--- src/dsac_pkg.sv ---
// constants and types for the delta-sigma converter control block
// Behaviour
// - linked-start select bit 8, read/write
// - repeat mode bit 0, read/write
// - clearing repeat mode stops conversion itself
// - 3-bit gain field bits 2-0, read/write
// - 16-bit start delay bits 31-16 in clocks
// - delay enable bit 0 inserts delay
// - done flag status bit 1, read clears
// - active flag status bit 0 during start delay and conversion
// - 24-bit two's complement result bits 31-8
// - result holds previous value until stored
// - overrun bit 1 when unread result replaced
// - result-valid bit 0 set on store
// - result read clears overrun and valid
// - start bit begins conversion; end raises interrupt
// - active stays high through repeat run
// - repeat stop abandons conversion, no end interrupt
package dsac_pkg;
    localparam logic [11:0] OFF_START = 12'h008;
    localparam logic [11:0] OFF_MODE = 12'h010;
    localparam logic [11:0] OFF_GAIN = 12'h014;
    localparam logic [11:0] OFF_ADJ = 12'h030;
    localparam logic [11:0] OFF_STAT = 12'h040;
    localparam logic [11:0] OFF_RES = 12'h044;
    localparam logic [11:0] OFF_IMASK = 12'h048;
    localparam int BIT_SYNC = 8;
    localparam int BIT_REPEAT = 0;
    localparam int BIT_START = 0;
    localparam int BIT_ADJ = 0;
    localparam int BIT_ACTIVE = 0;
    localparam int BIT_DONE = 1;
    localparam int BIT_VALID = 0;
    localparam int BIT_OVR = 1;
    localparam int GAIN_LSB = 0;
    localparam int DLY_LSB = 16;
    localparam int RES_LSB = 8;
    localparam logic [2:0] GAIN_RST = 3'h0;
    localparam logic [15:0] DLY_RST = 16'h0000;
    localparam logic [23:0] RES_RST = 24'h000000;
    localparam logic [31:0] ZERO_WORD = 32'h00000000;
    typedef enum logic [1:0] {
        ST_IDLE = 2'b00,
        ST_DELAY = 2'b01,
        ST_CONV = 2'b10
    } dsac_state_t;
endpackage

--- src/dsac_ctrl.sv ---
// apb control and status logic of the delta-sigma converter
`timescale 1ns/1ps
module dsac_ctrl (
    // system
    input wire logic SYS_CLK,
    input wire logic RST,
    // apb slave
    input wire logic PSEL,
    input wire logic PENABLE,
    input wire logic PWRITE,
    input wire logic [11:0] PADDR,
    input wire logic [31:0] PWDATA,
    output logic [31:0] PRDATA,
    output logic PREADY,
    output logic PSLVERR,
    // modulator side
    output logic CONV_GO,
    output logic CONV_ABORT,
    output logic LINKED_START_SELECT,
    output logic [2:0] AMP_GAIN_FIELD,
    input wire logic CONV_DONE,
    input wire logic [23:0] CONV_DATA,
    // interrupt
    output logic IRQ
);
    logic wr_en, rd_en;
    logic sync_q, repeat_q, dly_en_q, done_q, valid_q, ovr_q;
    logic [2:0] gain_q, imask_q, istat_q;
    logic [15:0] dly_q, cnt_q;
    logic [23:0] res_q;
    logic [31:0] rdata_q;
    logic start_wr, stop_rep, finish, stat_rd, res_rd;
    dsac_pkg::dsac_state_t st_q;
    logic setup_rd, stored_q, ev_rd, active, mode_wr, gain_wr, adj_wr, mask_wr;
    logic [2:0] ev_seen, gain_wd;
    logic [15:0] dly_wd;

    assign wr_en = PSEL && PENABLE && PWRITE;
    assign rd_en = PSEL && PENABLE && !PWRITE;
    // single-cycle access phase keeps the slave simple
    assign PREADY = 1'b1;
    assign PSLVERR = 1'b0;
    assign PRDATA = rdata_q;
    assign start_wr = wr_en && PADDR == dsac_pkg::OFF_START && PWDATA[dsac_pkg::BIT_START];
    assign stop_rep = wr_en && PADDR == dsac_pkg::OFF_MODE && !PWDATA[dsac_pkg::BIT_REPEAT]
        && repeat_q;
    assign stat_rd = rd_en && PADDR == dsac_pkg::OFF_STAT;
    assign res_rd = rd_en && PADDR == dsac_pkg::OFF_RES;
    assign finish = st_q == dsac_pkg::ST_CONV && CONV_DONE && !stop_rep;
    assign LINKED_START_SELECT = sync_q;
    assign AMP_GAIN_FIELD = gain_q;
    assign IRQ = |(istat_q & imask_q);
    assign setup_rd = PSEL && !PENABLE && !PWRITE;
    assign ev_rd = rd_en && PADDR == dsac_pkg::OFF_IMASK;
    // clear only the event bits that this read returned, later events stay
    assign ev_seen = ev_rd ? rdata_q[18:16] : 3'h0;
    assign active = st_q != dsac_pkg::ST_IDLE;
    assign mode_wr = wr_en && PADDR == dsac_pkg::OFF_MODE;
    assign gain_wr = wr_en && PADDR == dsac_pkg::OFF_GAIN;
    assign adj_wr = wr_en && PADDR == dsac_pkg::OFF_ADJ;
    assign mask_wr = wr_en && PADDR == dsac_pkg::OFF_IMASK;
    assign gain_wd = PWDATA[dsac_pkg::GAIN_LSB +: 3];
    assign dly_wd = PWDATA[dsac_pkg::DLY_LSB +: 16];

    // control registers; read-only and unused bits are dropped on write
    always_ff @(posedge SYS_CLK) begin
        if (RST) begin
            sync_q <= 1'b0;
            repeat_q <= 1'b0;
            gain_q <= dsac_pkg::GAIN_RST;
            dly_q <= dsac_pkg::DLY_RST;
            dly_en_q <= 1'b0;
            imask_q <= 3'h0;
        end else if (wr_en) begin
            case (PADDR)
                dsac_pkg::OFF_MODE: begin
                    sync_q <= PWDATA[dsac_pkg::BIT_SYNC];
                    repeat_q <= PWDATA[dsac_pkg::BIT_REPEAT];
                end
                dsac_pkg::OFF_GAIN: gain_q <= PWDATA[dsac_pkg::GAIN_LSB +: 3];
                dsac_pkg::OFF_ADJ: begin
                    dly_q <= PWDATA[dsac_pkg::DLY_LSB +: 16];
                    dly_en_q <= PWDATA[dsac_pkg::BIT_ADJ];
                end
                dsac_pkg::OFF_IMASK: imask_q <= PWDATA[2:0];
                default: ;
            endcase
        end
    end

    // conversion sequencer
    always_ff @(posedge SYS_CLK) begin
        if (RST) begin
            st_q <= dsac_pkg::ST_IDLE;
            cnt_q <= 16'h0000;
        end else begin
            case (st_q)
                dsac_pkg::ST_IDLE: begin
                    if (start_wr) begin
                        if (dly_en_q && dly_q != 16'h0000) begin
                            st_q <= dsac_pkg::ST_DELAY;
                            cnt_q <= dly_q - 16'h0001;
                        end else begin
                            st_q <= dsac_pkg::ST_CONV;
                        end
                    end
                end
                dsac_pkg::ST_DELAY: begin
                    if (stop_rep) begin
                        st_q <= dsac_pkg::ST_IDLE;
                    end else if (cnt_q == 16'h0000) begin
                        st_q <= dsac_pkg::ST_CONV;
                    end else begin
                        cnt_q <= cnt_q - 16'h0001;
                    end
                end
                dsac_pkg::ST_CONV: begin
                    if (stop_rep) begin
                        st_q <= dsac_pkg::ST_IDLE;
                    end else if (CONV_DONE && !repeat_q) begin
                        st_q <= dsac_pkg::ST_IDLE;
                    end
                end
                default: st_q <= dsac_pkg::ST_IDLE;
            endcase
        end
    end

    // go pulses on entering conversion; abort on repeat stop
    assign CONV_GO = st_q != dsac_pkg::ST_CONV && !RST &&
        ((st_q == dsac_pkg::ST_IDLE && start_wr && !(dly_en_q && dly_q != 16'h0000)) ||
         (st_q == dsac_pkg::ST_DELAY && cnt_q == 16'h0000 && !stop_rep));
    assign CONV_ABORT = stop_rep && st_q != dsac_pkg::ST_IDLE;

    // read data are taken at setup, so a store after that snapshot must survive
    // the clear at the access edge, or a fresh result would be lost unread
    always_ff @(posedge SYS_CLK) begin
        if (RST) begin
            stored_q <= 1'b0;
        end else if (setup_rd) begin
            stored_q <= finish;
        end else begin
            stored_q <= stored_q || finish;
        end
    end

    // result and its flags; a store in the reading cycle wins over the clear
    always_ff @(posedge SYS_CLK) begin
        if (RST) begin
            res_q <= dsac_pkg::RES_RST;
            valid_q <= 1'b0;
            ovr_q <= 1'b0;
        end else if (finish) begin
            res_q <= CONV_DATA;
            valid_q <= 1'b1;
            ovr_q <= (valid_q || ovr_q) && !(res_rd && !stored_q);
        end else if (res_rd && !stored_q) begin
            valid_q <= 1'b0;
            ovr_q <= 1'b0;
        end
    end

    always_ff @(posedge SYS_CLK) begin
        if (RST) begin
            done_q <= 1'b0;
        end else if (finish) begin
            done_q <= 1'b1;
        end else if (stat_rd && !stored_q) begin
            done_q <= 1'b0;
        end
    end

    // sticky events: 0 end, 1 overrun, 2 abort; cleared by reading them
    always_ff @(posedge SYS_CLK) begin
        if (RST) begin
            istat_q <= 3'h0;
        end else begin
            istat_q <= (istat_q & ~ev_seen) |
                {CONV_ABORT, finish && valid_q && !(res_rd && !stored_q), finish};
        end
    end

    always_ff @(posedge SYS_CLK) begin
        if (RST) begin
            rdata_q <= dsac_pkg::ZERO_WORD;
        end else if (setup_rd) begin
            case (PADDR)
                dsac_pkg::OFF_MODE: rdata_q <= {23'h0, sync_q, 7'h0, repeat_q};
                dsac_pkg::OFF_GAIN: rdata_q <= {29'h0, gain_q};
                dsac_pkg::OFF_ADJ: rdata_q <= {dly_q, 15'h0, dly_en_q};
                dsac_pkg::OFF_STAT: rdata_q <= {30'h0, done_q, st_q != dsac_pkg::ST_IDLE};
                dsac_pkg::OFF_RES: rdata_q <= {res_q, 6'h0, ovr_q, valid_q};
                dsac_pkg::OFF_IMASK: rdata_q <= {13'h0, istat_q, 13'h0, imask_q};
                default: rdata_q <= dsac_pkg::ZERO_WORD;
            endcase
        end
    end

    done_set_a: assert property (@(posedge SYS_CLK) disable iff (RST)
        finish |=> done_q) else $error("done flag not set");
    done_clr_a: assert property (@(posedge SYS_CLK) disable iff (RST)
        stat_rd && !stored_q && !finish |=> !done_q) else $error("done flag not cleared");
    res_hold_a: assert property (@(posedge SYS_CLK) disable iff (RST)
        !finish |=> $stable(res_q)) else $error("result changed without store");
    res_store_a: assert property (@(posedge SYS_CLK) disable iff (RST)
        finish |=> res_q == $past(CONV_DATA) && valid_q) else $error("store lost");
    ovr_set_a: assert property (@(posedge SYS_CLK) disable iff (RST)
        finish && valid_q && !res_rd |=> ovr_q) else $error("overrun missed");
    res_clr_a: assert property (@(posedge SYS_CLK) disable iff (RST)
        res_rd && !stored_q && !finish |=> !valid_q && !ovr_q) else $error("result flags kept");
    stop_rep_a: assert property (@(posedge SYS_CLK) disable iff (RST)
        stop_rep |=> st_q == dsac_pkg::ST_IDLE) else $error("repeat stop ignored");
    no_irq_a: assert property (@(posedge SYS_CLK) disable iff (RST)
        stop_rep && !istat_q[0] |=> !istat_q[0]) else $error("end event on abort");
    delay_a: assert property (@(posedge SYS_CLK) disable iff (RST)
        st_q == dsac_pkg::ST_IDLE && start_wr && dly_en_q && dly_q == 16'h0003 && !stop_rep
        |=> !CONV_GO [*2] ##1 CONV_GO) else $error("delay count wrong");
    busy_a: assert property (@(posedge SYS_CLK) disable iff (RST)
        CONV_GO |=> st_q == dsac_pkg::ST_CONV) else $error("active flag missing");
    repeat_a: assert property (@(posedge SYS_CLK) disable iff (RST)
        st_q == dsac_pkg::ST_CONV && repeat_q && !stop_rep |=> st_q == dsac_pkg::ST_CONV)
        else $error("repeat run ended");

    // register write effects and write protection
    sync_set_a: assert property (@(posedge SYS_CLK) disable iff (RST)
        mode_wr && PWDATA[dsac_pkg::BIT_SYNC] |=>
        LINKED_START_SELECT)
        else $error("linked start not set");
    sync_clr_a: assert property (@(posedge SYS_CLK) disable iff (RST)
        mode_wr && !PWDATA[dsac_pkg::BIT_SYNC] |=>
        !LINKED_START_SELECT)
        else $error("linked start not cleared");
    rep_set_a: assert property (@(posedge SYS_CLK) disable iff (RST)
        mode_wr && PWDATA[dsac_pkg::BIT_REPEAT] |=>
        repeat_q)
        else $error("repeat mode not set");
    rep_clr_a: assert property (@(posedge SYS_CLK) disable iff (RST)
        mode_wr && !PWDATA[dsac_pkg::BIT_REPEAT] |=>
        !repeat_q)
        else $error("repeat mode not cleared");
    mode_hold_a: assert property (@(posedge SYS_CLK) disable iff (RST)
        !mode_wr |=>
        $stable(sync_q) && $stable(repeat_q))
        else $error("mode bits changed without write");
    gain_wr_a: assert property (@(posedge SYS_CLK) disable iff (RST)
        gain_wr |=>
        AMP_GAIN_FIELD == $past(gain_wd))
        else $error("gain write lost");
    gain_hold_a: assert property (@(posedge SYS_CLK) disable iff (RST)
        !gain_wr |=>
        $stable(gain_q))
        else $error("gain changed without write");
    dly_wr_a: assert property (@(posedge SYS_CLK) disable iff (RST)
        adj_wr |=>
        dly_q == $past(dly_wd))
        else $error("delay write lost");
    dly_en_set_a: assert property (@(posedge SYS_CLK) disable iff (RST)
        adj_wr && PWDATA[dsac_pkg::BIT_ADJ] |=>
        dly_en_q)
        else $error("delay enable not set");
    dly_en_clr_a: assert property (@(posedge SYS_CLK) disable iff (RST)
        adj_wr && !PWDATA[dsac_pkg::BIT_ADJ] |=>
        !dly_en_q)
        else $error("delay enable not cleared");
    adj_hold_a: assert property (@(posedge SYS_CLK) disable iff (RST)
        !adj_wr |=>
        $stable(dly_q) && $stable(dly_en_q))
        else $error("correction changed without write");
    mask_hold_a: assert property (@(posedge SYS_CLK) disable iff (RST)
        !mask_wr |=>
        $stable(imask_q))
        else $error("mask changed without write");

    // read-back of the status, result, start and mode words
    stat_rd_a: assert property (@(posedge SYS_CLK) disable iff (RST)
        setup_rd && PADDR == dsac_pkg::OFF_STAT |=>
        rdata_q[dsac_pkg::BIT_ACTIVE] == $past(active))
        else $error("active flag misread");
    stat_zero_a: assert property (@(posedge SYS_CLK) disable iff (RST)
        setup_rd && PADDR == dsac_pkg::OFF_STAT |=>
        rdata_q[31:2] == 30'h0)
        else $error("status unused bits set");
    res_rd_a: assert property (@(posedge SYS_CLK) disable iff (RST)
        setup_rd && PADDR == dsac_pkg::OFF_RES |=>
        rdata_q[31:8] == $past(res_q))
        else $error("result misread");
    res_zero_a: assert property (@(posedge SYS_CLK) disable iff (RST)
        setup_rd && PADDR == dsac_pkg::OFF_RES |=>
        rdata_q[7:2] == 6'h0)
        else $error("result unused bits set");
    start_zero_a: assert property (@(posedge SYS_CLK) disable iff (RST)
        setup_rd && PADDR == dsac_pkg::OFF_START |=>
        rdata_q == dsac_pkg::ZERO_WORD)
        else $error("start trigger reads nonzero");
    mode_rd_a: assert property (@(posedge SYS_CLK) disable iff (RST)
        setup_rd && PADDR == dsac_pkg::OFF_MODE |=>
        rdata_q[31:9] == 23'h0 && rdata_q[7:1] == 7'h0)
        else $error("mode unused bits set");
    hold_rd_a: assert property (@(posedge SYS_CLK) disable iff (RST)
        !setup_rd |=>
        $stable(rdata_q))
        else $error("read data moved");

    // sequencer: start, delay and the active flag
    nodly_go_a: assert property (@(posedge SYS_CLK) disable iff (RST)
        st_q == dsac_pkg::ST_IDLE && start_wr && !dly_en_q |->
        CONV_GO)
        else $error("undelayed start missing");
    dly_wait_a: assert property (@(posedge SYS_CLK) disable iff (RST)
        st_q == dsac_pkg::ST_IDLE && start_wr && dly_en_q && dly_q != 16'h0000 |->
        !CONV_GO ##1 st_q == dsac_pkg::ST_DELAY)
        else $error("delayed start not delayed");
    go_active_a: assert property (@(posedge SYS_CLK) disable iff (RST)
        st_q == dsac_pkg::ST_IDLE && start_wr |=>
        active)
        else $error("start left flag low");
    single_end_a: assert property (@(posedge SYS_CLK) disable iff (RST)
        st_q == dsac_pkg::ST_CONV && CONV_DONE && !repeat_q && !stop_rep |=>
        !active)
        else $error("single run kept going");
    idle_nogo_a: assert property (@(posedge SYS_CLK) disable iff (RST)
        st_q == dsac_pkg::ST_IDLE && !start_wr |->
        !CONV_GO)
        else $error("start without trigger");
    dly_cnt_a: assert property (@(posedge SYS_CLK) disable iff (RST)
        st_q == dsac_pkg::ST_DELAY && cnt_q != 16'h0000 && !stop_rep |=>
        st_q == dsac_pkg::ST_DELAY && cnt_q == $past(cnt_q) - 16'h0001)
        else $error("delay count skipped");
    rep_go_a: assert property (@(posedge SYS_CLK) disable iff (RST)
        st_q == dsac_pkg::ST_CONV && repeat_q && CONV_DONE && !stop_rep |=>
        active)
        else $error("repeat run dropped flag");

    // events and the interrupt line
    end_ev_a: assert property (@(posedge SYS_CLK) disable iff (RST)
        finish |=>
        istat_q[0])
        else $error("end event missing");
    abort_ev_a: assert property (@(posedge SYS_CLK) disable iff (RST)
        CONV_ABORT |=>
        istat_q[2])
        else $error("abort event missing");
    irq_end_a: assert property (@(posedge SYS_CLK) disable iff (RST)
        finish && imask_q[0] && !mask_wr |=>
        IRQ)
        else $error("end interrupt missing");
    ovr_ev_a: assert property (@(posedge SYS_CLK) disable iff (RST)
        finish && valid_q && !res_rd |=>
        istat_q[1])
        else $error("overrun event missing");
    ev_keep_a: assert property (@(posedge SYS_CLK) disable iff (RST)
        !ev_rd |=>
        (istat_q & $past(istat_q)) == $past(istat_q))
        else $error("event dropped unread");
    irq_low_a: assert property (@(posedge SYS_CLK) disable iff (RST)
        imask_q == 3'h0 |->
        !IRQ)
        else $error("masked interrupt raised");
    abort_done_a: assert property (@(posedge SYS_CLK) disable iff (RST)
        CONV_ABORT |=>
        !done_q || $past(done_q))
        else $error("done set by abort");
    ovr_keep_a: assert property (@(posedge SYS_CLK) disable iff (RST)
        ovr_q && !res_rd |=>
        ovr_q)
        else $error("overrun lost unread");
    cv_single_c: cover property (@(posedge SYS_CLK) finish && !repeat_q);
    cv_repeat_c: cover property (@(posedge SYS_CLK) finish ##[1:50] finish);
    cv_ovr_c: cover property (@(posedge SYS_CLK) ovr_q && res_rd);
    cv_delay_c: cover property (@(posedge SYS_CLK) st_q == dsac_pkg::ST_DELAY && CONV_GO);
    cv_abort_c: cover property (@(posedge SYS_CLK) CONV_ABORT);
endmodule

--- config.mk ---
export PLATFORM = sky130hd
export DESIGN_NAME = dsac_ctrl
export DESIGN_NICKNAME = d
export VERILOG_FILES = /design/src/dsac_pkg.sv /design/src/dsac_ctrl.sv
export SDC_FILE = /design/constraint.sdc
export NUM_CORES = 1
export LEC_CHECK = 0
export BUFFER_PORTS_ARGS = -buffer_cell sky130_fd_sc_hd__buf_2
export CAP_MARGIN = 30
export CORE_MARGIN = 2
export CORE_UTILIZATION = 55
export CTS_CLUSTER_DIAMETER = 200
export DETAILED_ROUTE_END_ITERATION = 6
export GPL_ROUTABILITY_DRIVEN = 1
export PLACE_DENSITY = 0.91
export SYNTH_ARGS = -nofsm -noshare
export SYNTH_HDL_FRONTEND = slang
export SYNTH_SLANG_ARGS = --single-unit
--- constraint.sdc ---
create_clock -name SYS_CLK -period 5.7 [get_ports SYS_CLK]
set_clock_uncertainty 0.1 [all_clocks]
set_input_delay 0 -clock SYS_CLK [delete_from_list [all_inputs] [get_ports SYS_CLK]]
set_output_delay 0 -clock SYS_CLK [all_outputs]
set_load 0.03 [all_outputs]
==> reports/summary.txt, run 1 <==
Status - complete, no violations
Max Fclk - 309 MHz
GRT overflow - 0
Crit Path Class - reg2reg
R2R Setup Slk - 2460 ps
Clock buffer depth - 2
Seq cells post-synth - 101
Mean Syn Cell Area - 7.61 sq um
Ant diodes - 0
Die Y - 98.1 um
Initial Utilization - 56.4%
Leak - 2.28 nW
Total CTS buffers - 9
Seq/Total Area, Yosys - 41.5%
Area growth from synthesis to layout - 23.0%
Worst-margin pin slew - 1070 ps
Commonest non-fill, non-tap cell in the layout - nand2_1
CP Data Arrival Time - 3390 ps
Post-CTS sizing - 0
Max FO, Critical Path - 25
Async set or reset register ratio after synthesis - 0%
Vias in the first global route - 5149
Min Tclk post-route - 3240 ps
Hold WC Path Type - in2reg
Maximum vdd drop - 177 uV
Core area - 8640 sq um
CTS tree - built
First-pass GRT wire length - 24200 um
Worst-path clk slew - 110 ps
Slew Limit Fails - 0
Die X - 98.1 um
Wire per inst - 17.4 um
Worst setup EP type - flop
Tot GR Track Use - 30.7%
Largest net degree at the start of global routing - 54
Rel. slew slack - 28.6%
Total die area - 9620 sq um
Antenna-violating nets left - 0
Period utilisation layout - 56.8%
Post-synth EDFFs - 0
Most frequent cells in the layout - 121 x nand2_1, 101 x dfxtp_1, 96 x buf_2, 90 x a21oi_1, 75 x nor2_1
Synth cell types - 65
Max-Cap Viols - 0
Final HPWL DP - 9280 um
Total negative slack - 0 ps
Yosys warns - 0
Routed via count - 5357
Port bufs - 95
RSZ-0062 raised after global routing - no
Clock Latency Late Sink - 370 ps
Final WL - 15000 um
Setup ws final - 2460 ps
# setup viols final - 0
Dpl ws - 2530 ps
Main synth FF type - dfxtp_1
Hold Vio Cnt, Final - 0
Core Rows - 34
Clk root buf - clkbuf_8
Drt pass-1 iters - 5
Required time of the critical path - 5850 ps
Startpoint Class - flop
H-tree depth - 3
Final net count - 827
Power density over the cells - 206 nW/um^2
Layout cells sized above 1 - 17.3%
# Post-CTS Setup Buffers - 0
Clk sinks - 101
GPL Wtd Cong - 0.933
Mapped cell area - 4870 sq um
Initial antenna violation count - 0
I/O pin count - 115
DRC Markers - 0
Drt first-iter violations - 556
Via-to-Cell Ratio - 6.19
Syn Inst Count - 640
## logic make-up (layout without fill, tap and decap cells)
logic type | count (synthesis) | after routing | share of synthesized area [%]
AOI/OAI and AO/OA | 160 | 160 | 19.8
xor gates and xnor gates | 2 | 2 | 0.360
adders and majority gates | 1 | 1 | 0.257
buffers and inverters | 61 | 173 | 5.86
DFF | 101 | 101 | 41.5
muxes | 15 | 15 | 3.16
other | 2 | 7 | 0.154
and+or+nand+nor | 298 | 298 | 28.9
## per-layer routing
layer | up-vias | track usage [%] | part of all wire (%)
li1 | 2446 | - | -
met1 | 2464 | 36.1 | 36
met2 | 373 | 54.1 | 50
met3 | 74 | 4.94 | 9.0
met4 | 0 | 15.6 | 5.1
met5 | - | 0 | 0
## synthesized netlist by cell type, types with 8 or more instances
library cell	instances	area, sq um
a22oi_1	14	105
a21oi_1	90	450
nand2_1	121	454
mux2i_1	12	120
nor3_1	16	80.1
dfxtp_1	101	2020
o21ai_0	19	95.1
nor2_1	75	282
or3_1	10	62.6
nand3_1	15	75.1
inv_1	8	30.0
clkbuf_1	37	139
## worst max-delay path: stages (launching register included)
cell and delay [ps]:
dfxtp_1 410, nand2b_1 840, mux2i_1 330, ha_1 220
inv_1 80, or3_1 520, nor3_1 330, a2bb2oi_1 200
a21oi_1 80
## timing repair
item / in CTS / in global routing
hold buffers: 47 / 0
setup endpoints to repair: 0 / 0
endpoints found under the hold margin: 53 / 0
## cell type report
class | count | area [sq um]
clock buffers | 10 | 128
fillers | 655 | 2650
repair buffers | 149 | 1040
inverters | 8 | 30.0
flip-flops and latches | 101 | 2020
well taps | 108 | 135
clock inverters | 6 | 55.1
multi-input cells | 483 | 2580
## power breakdown
group | switching, W | internal (W) | leakage, nW
clock | 0.000272 | 0.000168 | 0.0869
combinational | 0.0000444 | 0.0000417 | 1.38
sequential | 0.000000230 | 0.000705 | 0.813
## worst paths after layout
check                    end  cells after the start        from
setup reg to reg   cnt_q[14]                      8     st_q[1]
setup / recovery   cnt_q[14]                      8     st_q[1]
hold reg to reg   PRDATA[11]                      2  PRDATA[11]
hold / removal     PRDATA[0]                      4    PADDR[0]
## metrics by stage
| step | area [sq um] | hold slack, ps | instances | util [%] | total power, W |
|---|---|---|---|---|---|
| after floorplan | 4890 | 36.0 | 645 | - | 0.000754 |
| after global placement | 5270 | 143 | 798 | 61.0 | 0.000778 |
| after detailed placement | 5290 | 155 | 800 | 61.2 | 0.000780 |
| after CTS | 5940 | 19.7 | 863 | 68.8 | 0.00122 |
| after global routing | 5990 | 49.0 | 865 | 69.4 | 0.00126 |
| final | 5990 | 31.5 | 865 | 69.4 | 0.00123 |
## state kept, by name, summed over array words and instances (netlist names)
signal and count:
LINKED_START_SELECT 1, ovr_q 1, valid_q 1, done_q 1, dly_q 16, stored_q 1, dly_en_q 1, AMP_GAIN_FIELD 3
imask_q 3, PRDATA 27, cnt_q 16, repeat_q 1, istat_q 3, res_q 24, st_q 2
Power figures use the tool's default switching activity.
==> run 2: changes to the inputs <==
- CORE_UTILIZATION: 55 -> 54
- PLACE_DENSITY: 0.91 -> 0.9
- clock period: 5.7 -> 3.4 ns (I/O delays scaled with it)
==> run 2 against run 1 <==
  * Sequential power up 67%
  * Die area up 1.8%
  * Non-clock buffer count grew 11
  * First-iteration DRC count down 15%
  * Cell area is 1.6% higher
  * Power is 75% higher
  * Core utilization increased by 0.43 points
  * Clock power grew 88%
  * Combinational power increased by 70%
  * Critical path depth decreased by 2
==> reports/summary.txt, run 2 (synthesized netlist as in run 1, its figures left out) <==
Rel. slew slack - 32.5% (+4.0 points)
Overall power - 0.00216 W (+75%)
Worst-margin pin slew - 1010 ps (-59.3 ps)
Antenna-violating nets left - 0 (unchanged)
GRT overflow - 0 (unchanged)
# setup viols final - 0 (unchanged)
Required time of the critical path - 3300 ps (-2550 ps)
Vias in the first global route - 5147 (-0.039%)
Wire per inst - 17.6 um (+1.2%)
Power density over the cells - 354 nW/um^2 (+72%)
Largest net degree at the start of global routing - 75 (+39%)
First-pass GRT wire length - 24700 um (+2.3%)
Tot GR Track Use - 31.1% (+0.41 points)
Minimum hold slack - 41.6 ps (+10.1 ps)
Final WL - 15400 um (+2.6%)
Clk root buf - clkbuf_8
Slowest cell on crit path - a2111o_1
Crit Path Class - reg2out
RSZ-0062 raised after global routing - no
Area post-placement - 5330 sq um (+0.76%)
Commonest non-fill, non-tap cell in the layout - nand2_1
Die X - 99.0 um (+0.88%)
Max reg flops - 27 (unchanged)
I/O pin count - 115 (unchanged)
Drt first-iter violations - 473 (-15%)
Status - complete, no violations
Startpoint Class - flop
Layout cells sized above 1 - 17.7% (+0.40 points)
Core Rows - 34 (unchanged)
Min Tclk post-route - 2960 ps
Hold Vio Cnt, Final - 0 (unchanged)
DRC Markers - 0 (unchanged)
CP bufs+invs - 1 (unchanged)
Leak - 2.36 nW (+3.3%)
Non-Filler Instances - 877 (+1.4%)
# Post-CTS Setup Buffers - 0 (unchanged)
CP Data Arrival Time - 2860 ps (-530 ps)
Most frequent cells in the layout - 121 x nand2_1, 101 x dfxtp_1, 95 x buf_2, 90 x a21oi_1, 75 x nor2_1
Core area - 8720 sq um (+0.99%)
Period utilisation layout - 87.2%
H-tree depth - 3 (unchanged)
Initial Utilization - 55.8% (-0.55 points)
Maximum vdd drop - 385 uV (+120%)
Routed via count - 5318 (-0.73%)
Hold WC Path Type - in2reg
CP peak stage delay - 480 ps (-360 ps)
Max Fclk - 337 MHz
GPL Wtd Cong - 0.936 (+0.31%)
Area growth from synthesis to layout - 25.0%
Total CTS buffers - 9 (unchanged)
Total die area - 9790 sq um (+1.8%)
Initial antenna violation count - 1 (+1)
Max FO, Critical Path - 5 (-80%)
Slew Limit Fails - 0 (unchanged)
Drt pass-1 iters - 6 (+1)
Placed insts - 806 (+0.75%)
Finished layout cell area - 6090 sq um (+1.6%)
Port bufs - 95 (unchanged)
Clock buffer depth - 2 (unchanged)
CTS tree - built
Worst-path clk slew - 100 ps (about the same)
Clk sinks - 101 (unchanged)
Max-Cap Viols - 0 (unchanged)
Post-CTS sizing - 0 (unchanged)
Total negative slack - 0 ps (unchanged)
Via-to-Cell Ratio - 6.06 (-2.1%)
Crit-path cells - or3_1 > nor3_1 > nand4_1 > a2111o_1 > a211oi_1 > buf_2
Final HPWL DP - 9430 um (+1.6%)
Crit-path leading delay family - simple AND/OR/NAND/NOR gates
Worst setup EP type - primary output
Final net count - 838 (+1.3%)
Clock Latency Late Sink - 370 ps (about the same)
Die Y - 99.0 um (+0.88%)
-- run 2: cell count changes in the layout (fill, tap and decap cells not counted), sizes merged --
cell,delta
diode,+1
bufinv,+1
clkinv,+2
buf,+6
clkbuf,-2
inv,-1
dlygate4sd3,+7
clkinvlp,-2
-- run 2: final cells by class --
| type | count | area, sq um |
|---|---|---|
| Sequential cell | 101 | 2020 |
| Inverter | 8 | 30.0 |
| Tap cell | 108 | 135 |
| Clock inverter | 6 | 78.8 |
| Multi-Input combinational cell | 483 | 2580 |
| Fill cell | 691 | 2640 |
| Clock buffer | 10 | 138 |
| Antenna cell | 1 | 2.50 |
| Timing Repair Buffer | 160 | 1100 |
-- run 2: report_power, final --
| part | total [W] | internal [W] | switching, W | leakage, nW |
|---|---|---|---|---|
| Clock | 0.000826 | 0.000375 | 0.000451 | 0.110 |
| Combinational | 0.000146 | 0.0000703 | 0.0000760 | 1.44 |
| Sequential | 0.00118 | 0.00118 | 0.000000426 | 0.813 |
| Total | 0.00216 | 0.00163 | 0.000527 | 2.36 |
-- run 2: metrics by stage --
stage | worst slack, ps | utilization, %
after CTS | 417 | 69.8
after global routing | 323 | 69.8
after floorplan | 418 | -
after detailed placement | 458 | 61.1
final | 436 | 69.8
after global placement | 525 | 61.1
-- run 2: timing repair --
item | CTS | global route
hold buffers | 54 | 0
hold endpoints to repair | 61 | 0
setup endpoints to repair | 0 | 0
-- run 2: worst min-delay path, delay by kind of cell --
kind                   cells  cell delay (ps)
AOI/OAI and AO/OA          1               50
buffers and inverters      1              160
and+or+nand+nor            2              250
-- run 2: worst paths after layout --
path,start,end,slack (ps),cells after the start
max,dly_q[0],CONV_GO,440,6
min,PADDR[2],done_q,40,4
max reg2reg,st_q[1],cnt_q[15],490,8
min reg2reg,PRDATA[11],PRDATA[11],360,2
-- run 2: routing by layer --
layer  track usage, %  share of wire, %
met4             12.5               3.6
met2             54.7                50
met5                0                 0
met1             37.1                37
met3             6.31               8.5
==> run 3: changes to the inputs <==
- CORE_UTILIZATION: 54 -> 42
- PLACE_DENSITY: 0.9 -> 0.75
- SLEW_MARGIN: not set -> 25
==> run 3 against run 2 <==
  * The flow now finishes with violations (design-rule violations)
  * Global-route usage is 7.8 points lower
  * Critical endpoint unchanged
  * Largest cell class unchanged
  * Sequential power barely moved
  * Combinational power is 3% lower
  * Critical path depth did not move
  * Largest power group unchanged
  * First-iteration DRC count rose by 27%
  * Clock power is 14% higher
==> reports/summary.txt, run 3 (synthesized netlist as in run 1, its figures left out) <==
Total negative slack - 0 ps (unchanged)
Most frequent cells in the layout - 121 x nand2_1, 101 x dfxtp_1, 95 x buf_2, 90 x a21oi_1, 75 x nor2_1
Required time of the critical path - 3300 ps (about the same)
Status - complete, but fails checks
Leak - 2.32 nW (-1.5%)
Crit-path cells - or3_1 > nor3_1 > nand4_1 > a2111o_1 > a211oi_1 > buf_2
Max reg flops - 27 (unchanged)
Crit Path Class - reg2out
Hold Vio Cnt, Final - 0 (unchanged)
Critical hold path startpoint - PWRITE
Failing checks - design-rule violations
Die X - 112 um (+13%)
Maximum vdd drop - 347 uV (-10%)
Port bufs - 95 (unchanged)
Tot GR Track Use - 23.3% (-7.8 points)
Switching pwr - 0.000508 W (-3.6%)
R2R Setup Slk - 550 ps (+60 ps)
Final net count - 830 (-0.95%)
WHS Path Cells - 5 (+1)
Area growth from synthesis to layout - 25.3%
GRT overflow - 0 (unchanged)
Via-to-Cell Ratio - 5.66 (-6.7%)
Drt first-iter violations - 600 (+27%)
Max-Cap Viols - 0 (unchanged)
Wire per inst - 16.1 um (-8.1%)
Drt pass-1 iters - 7 (+1)
Ant diodes - 0 (-1)
GPL Wtd Cong - 0.890 (-4.9%)
Antenna-violating nets left - 0 (unchanged)
Clock Latency Late Sink - 340 ps (-30 ps)
Largest net degree at the start of global routing - 40 (-47%)
Routed via count - 5099 (-4.1%)
Commonest non-fill, non-tap cell in the layout - nand2_1
Total die area - 12500 sq um (+27%)
Max FO, Critical Path - 7 (+2)
Post-CTS sizing - 0 (unchanged)
Layout cells sized above 1 - 17.7% (-0.030 points)
Rel. slew slack - 54.5% (+22 points)
Worst R2R Start - cnt_q[0]
Cts hold-fix bufs - 45 (-17%)
Hold EP - valid_q
Final HPWL DP - 9660 um (+2.5%)
Worst-margin pin slew - 677 ps (-334 ps)
Total CTS buffers - 9 (unchanged)
Die Y - 112 um (+13%)
CP peak stage delay - 500 ps (+20 ps)
Initial Utilization - 42.8% (-13 points)
Core Rows - 39 (+15%)
R2R cell count - 8 (unchanged)
Power density over the cells - 372 nW/um^2 (+5.0%)
Period utilisation layout - 86.0% (-1.2 points)
Worst setup EP type - primary output
Min Tclk post-route - 2920 ps (-40.7 ps)
Logic gate share of total power - 6.3% (-0.5 points)
Sequential share of power - 52.1% (-2.8 points)
P_int - 0.00176 W (+8.2%)
Utilization after layout - 53.7% (-16 points)
DRC Markers - 1 (+1)
First-pass GRT wire length - 23800 um (-3.7%)
CP startpoint - dly_q[2]
Max Fclk - 342 MHz (+1.4%)
# setup viols final - 0 (unchanged)
Core area - 11400 sq um (+30%)
Clock buffer depth - 2 (unchanged)
Slowest cell on crit path - a2111o_1
CP Data Arrival Time - 2820 ps (-40 ps)
I/O pin count - 115 (unchanged)
Power share of the clock group - 41.6% (+3.3 points)
Hold WC Path Type - in2reg
Final WL - 14600 um (-5.6%)
Startpoint Class - flop
Worst reg2reg endpoint - cnt_q[7]
RSZ-0062 raised after global routing - no
CTS tree - built
Vias in the first global route - 5013 (-2.6%)
Clk root buf - clkbuf_16
Initial antenna violation count - 0 (-1)
# Post-CTS Setup Buffers - 0 (unchanged)
Clk sinks - 101 (unchanged)
H-tree depth - 3 (unchanged)
Worst-path clk slew - 60 ps (-40 ps)
Sw frac - 22.4% (-2.1 points)
Slew Limit Fails - 0 (unchanged)
run 3: changes by cell type in the layout (fill, tap and decap cells not counted), moves of 2 or more:
cell,previous run,this run
inv_8,2,0
clkinv_4,3,1
clkbuf_8,10,1
clkbuf_16,0,9
clkinvlp_4,0,2
dlygate4sd3_1,54,45
buf_6,0,2
run 3: critical path, delay by kind of cell (launching register included):
family          cells  cell delay, ps
simple gates        3            1020
flops               1             400
buf+inv             1             270
compound gates      2             790
run 3: metrics by stage:
| step | hold WS (ps) | setup slack (ps) | instances | cell area, sq um | total power (W) |
|---|---|---|---|---|---|
| 3_5_place_dp | 148 | 498 | 840 | 5360 | 0.00131 |
| 6_report | 18.6 | 477 | 901 | 6100 | 0.00227 |
| 4_1_cts | 2.39 | 457 | 899 | 6080 | 0.00228 |
| 5_1_grt | 32.1 | 335 | 901 | 6100 | 0.00235 |
| 2_1_floorplan | 36.0 | 418 | 645 | 4890 | 0.00126 |
| 3_3_place_gp | 144 | 513 | 840 | 5360 | 0.00131 |
run 3: routing by layer:
metal	GRT usage, %	wire length [um]
met4	9.63	295
met2	40.8	7360
met3	3.97	1030
met5	0	0
met1	28.3	5860
run 3: area by class of cell:
type	instances	area (sq um)
Inverter	8	30.0
Timing Repair Buffer	152	1020
Fill cell	1069	5270
Tap cell	143	179
Multi-Input combinational cell	483	2580
Clock inverter	3	23.8
Sequential cell	101	2020
Clock buffer	11	243
run 3: worst max path at each step:
stage | cells after the start | slack (ps) | end
3_3_place_gp | 8 | 510 | cnt_q[1]
5_1_grt | 6 | 330 | CONV_GO
2_1_floorplan | 12 | 420 | cnt_q[14]
4_1_cts | 6 | 460 | CONV_GO
3_5_place_dp | 8 | 500 | cnt_q[1]
6_report | 6 | 480 | CONV_GO
run 3: power groups by stage:
stage	Sequential, W	Combinational, W	Clock (W)
2_1_floorplan	0.00121	0.0000527	0
3_3_place_gp	0.00121	0.0000969	0
3_5_place_dp	0.00121	0.0000988	0
4_1_cts	0.00118	0.000139	0.000962
5_1_grt	0.00118	0.000153	0.00101
6_report	0.00118	0.000142	0.000944
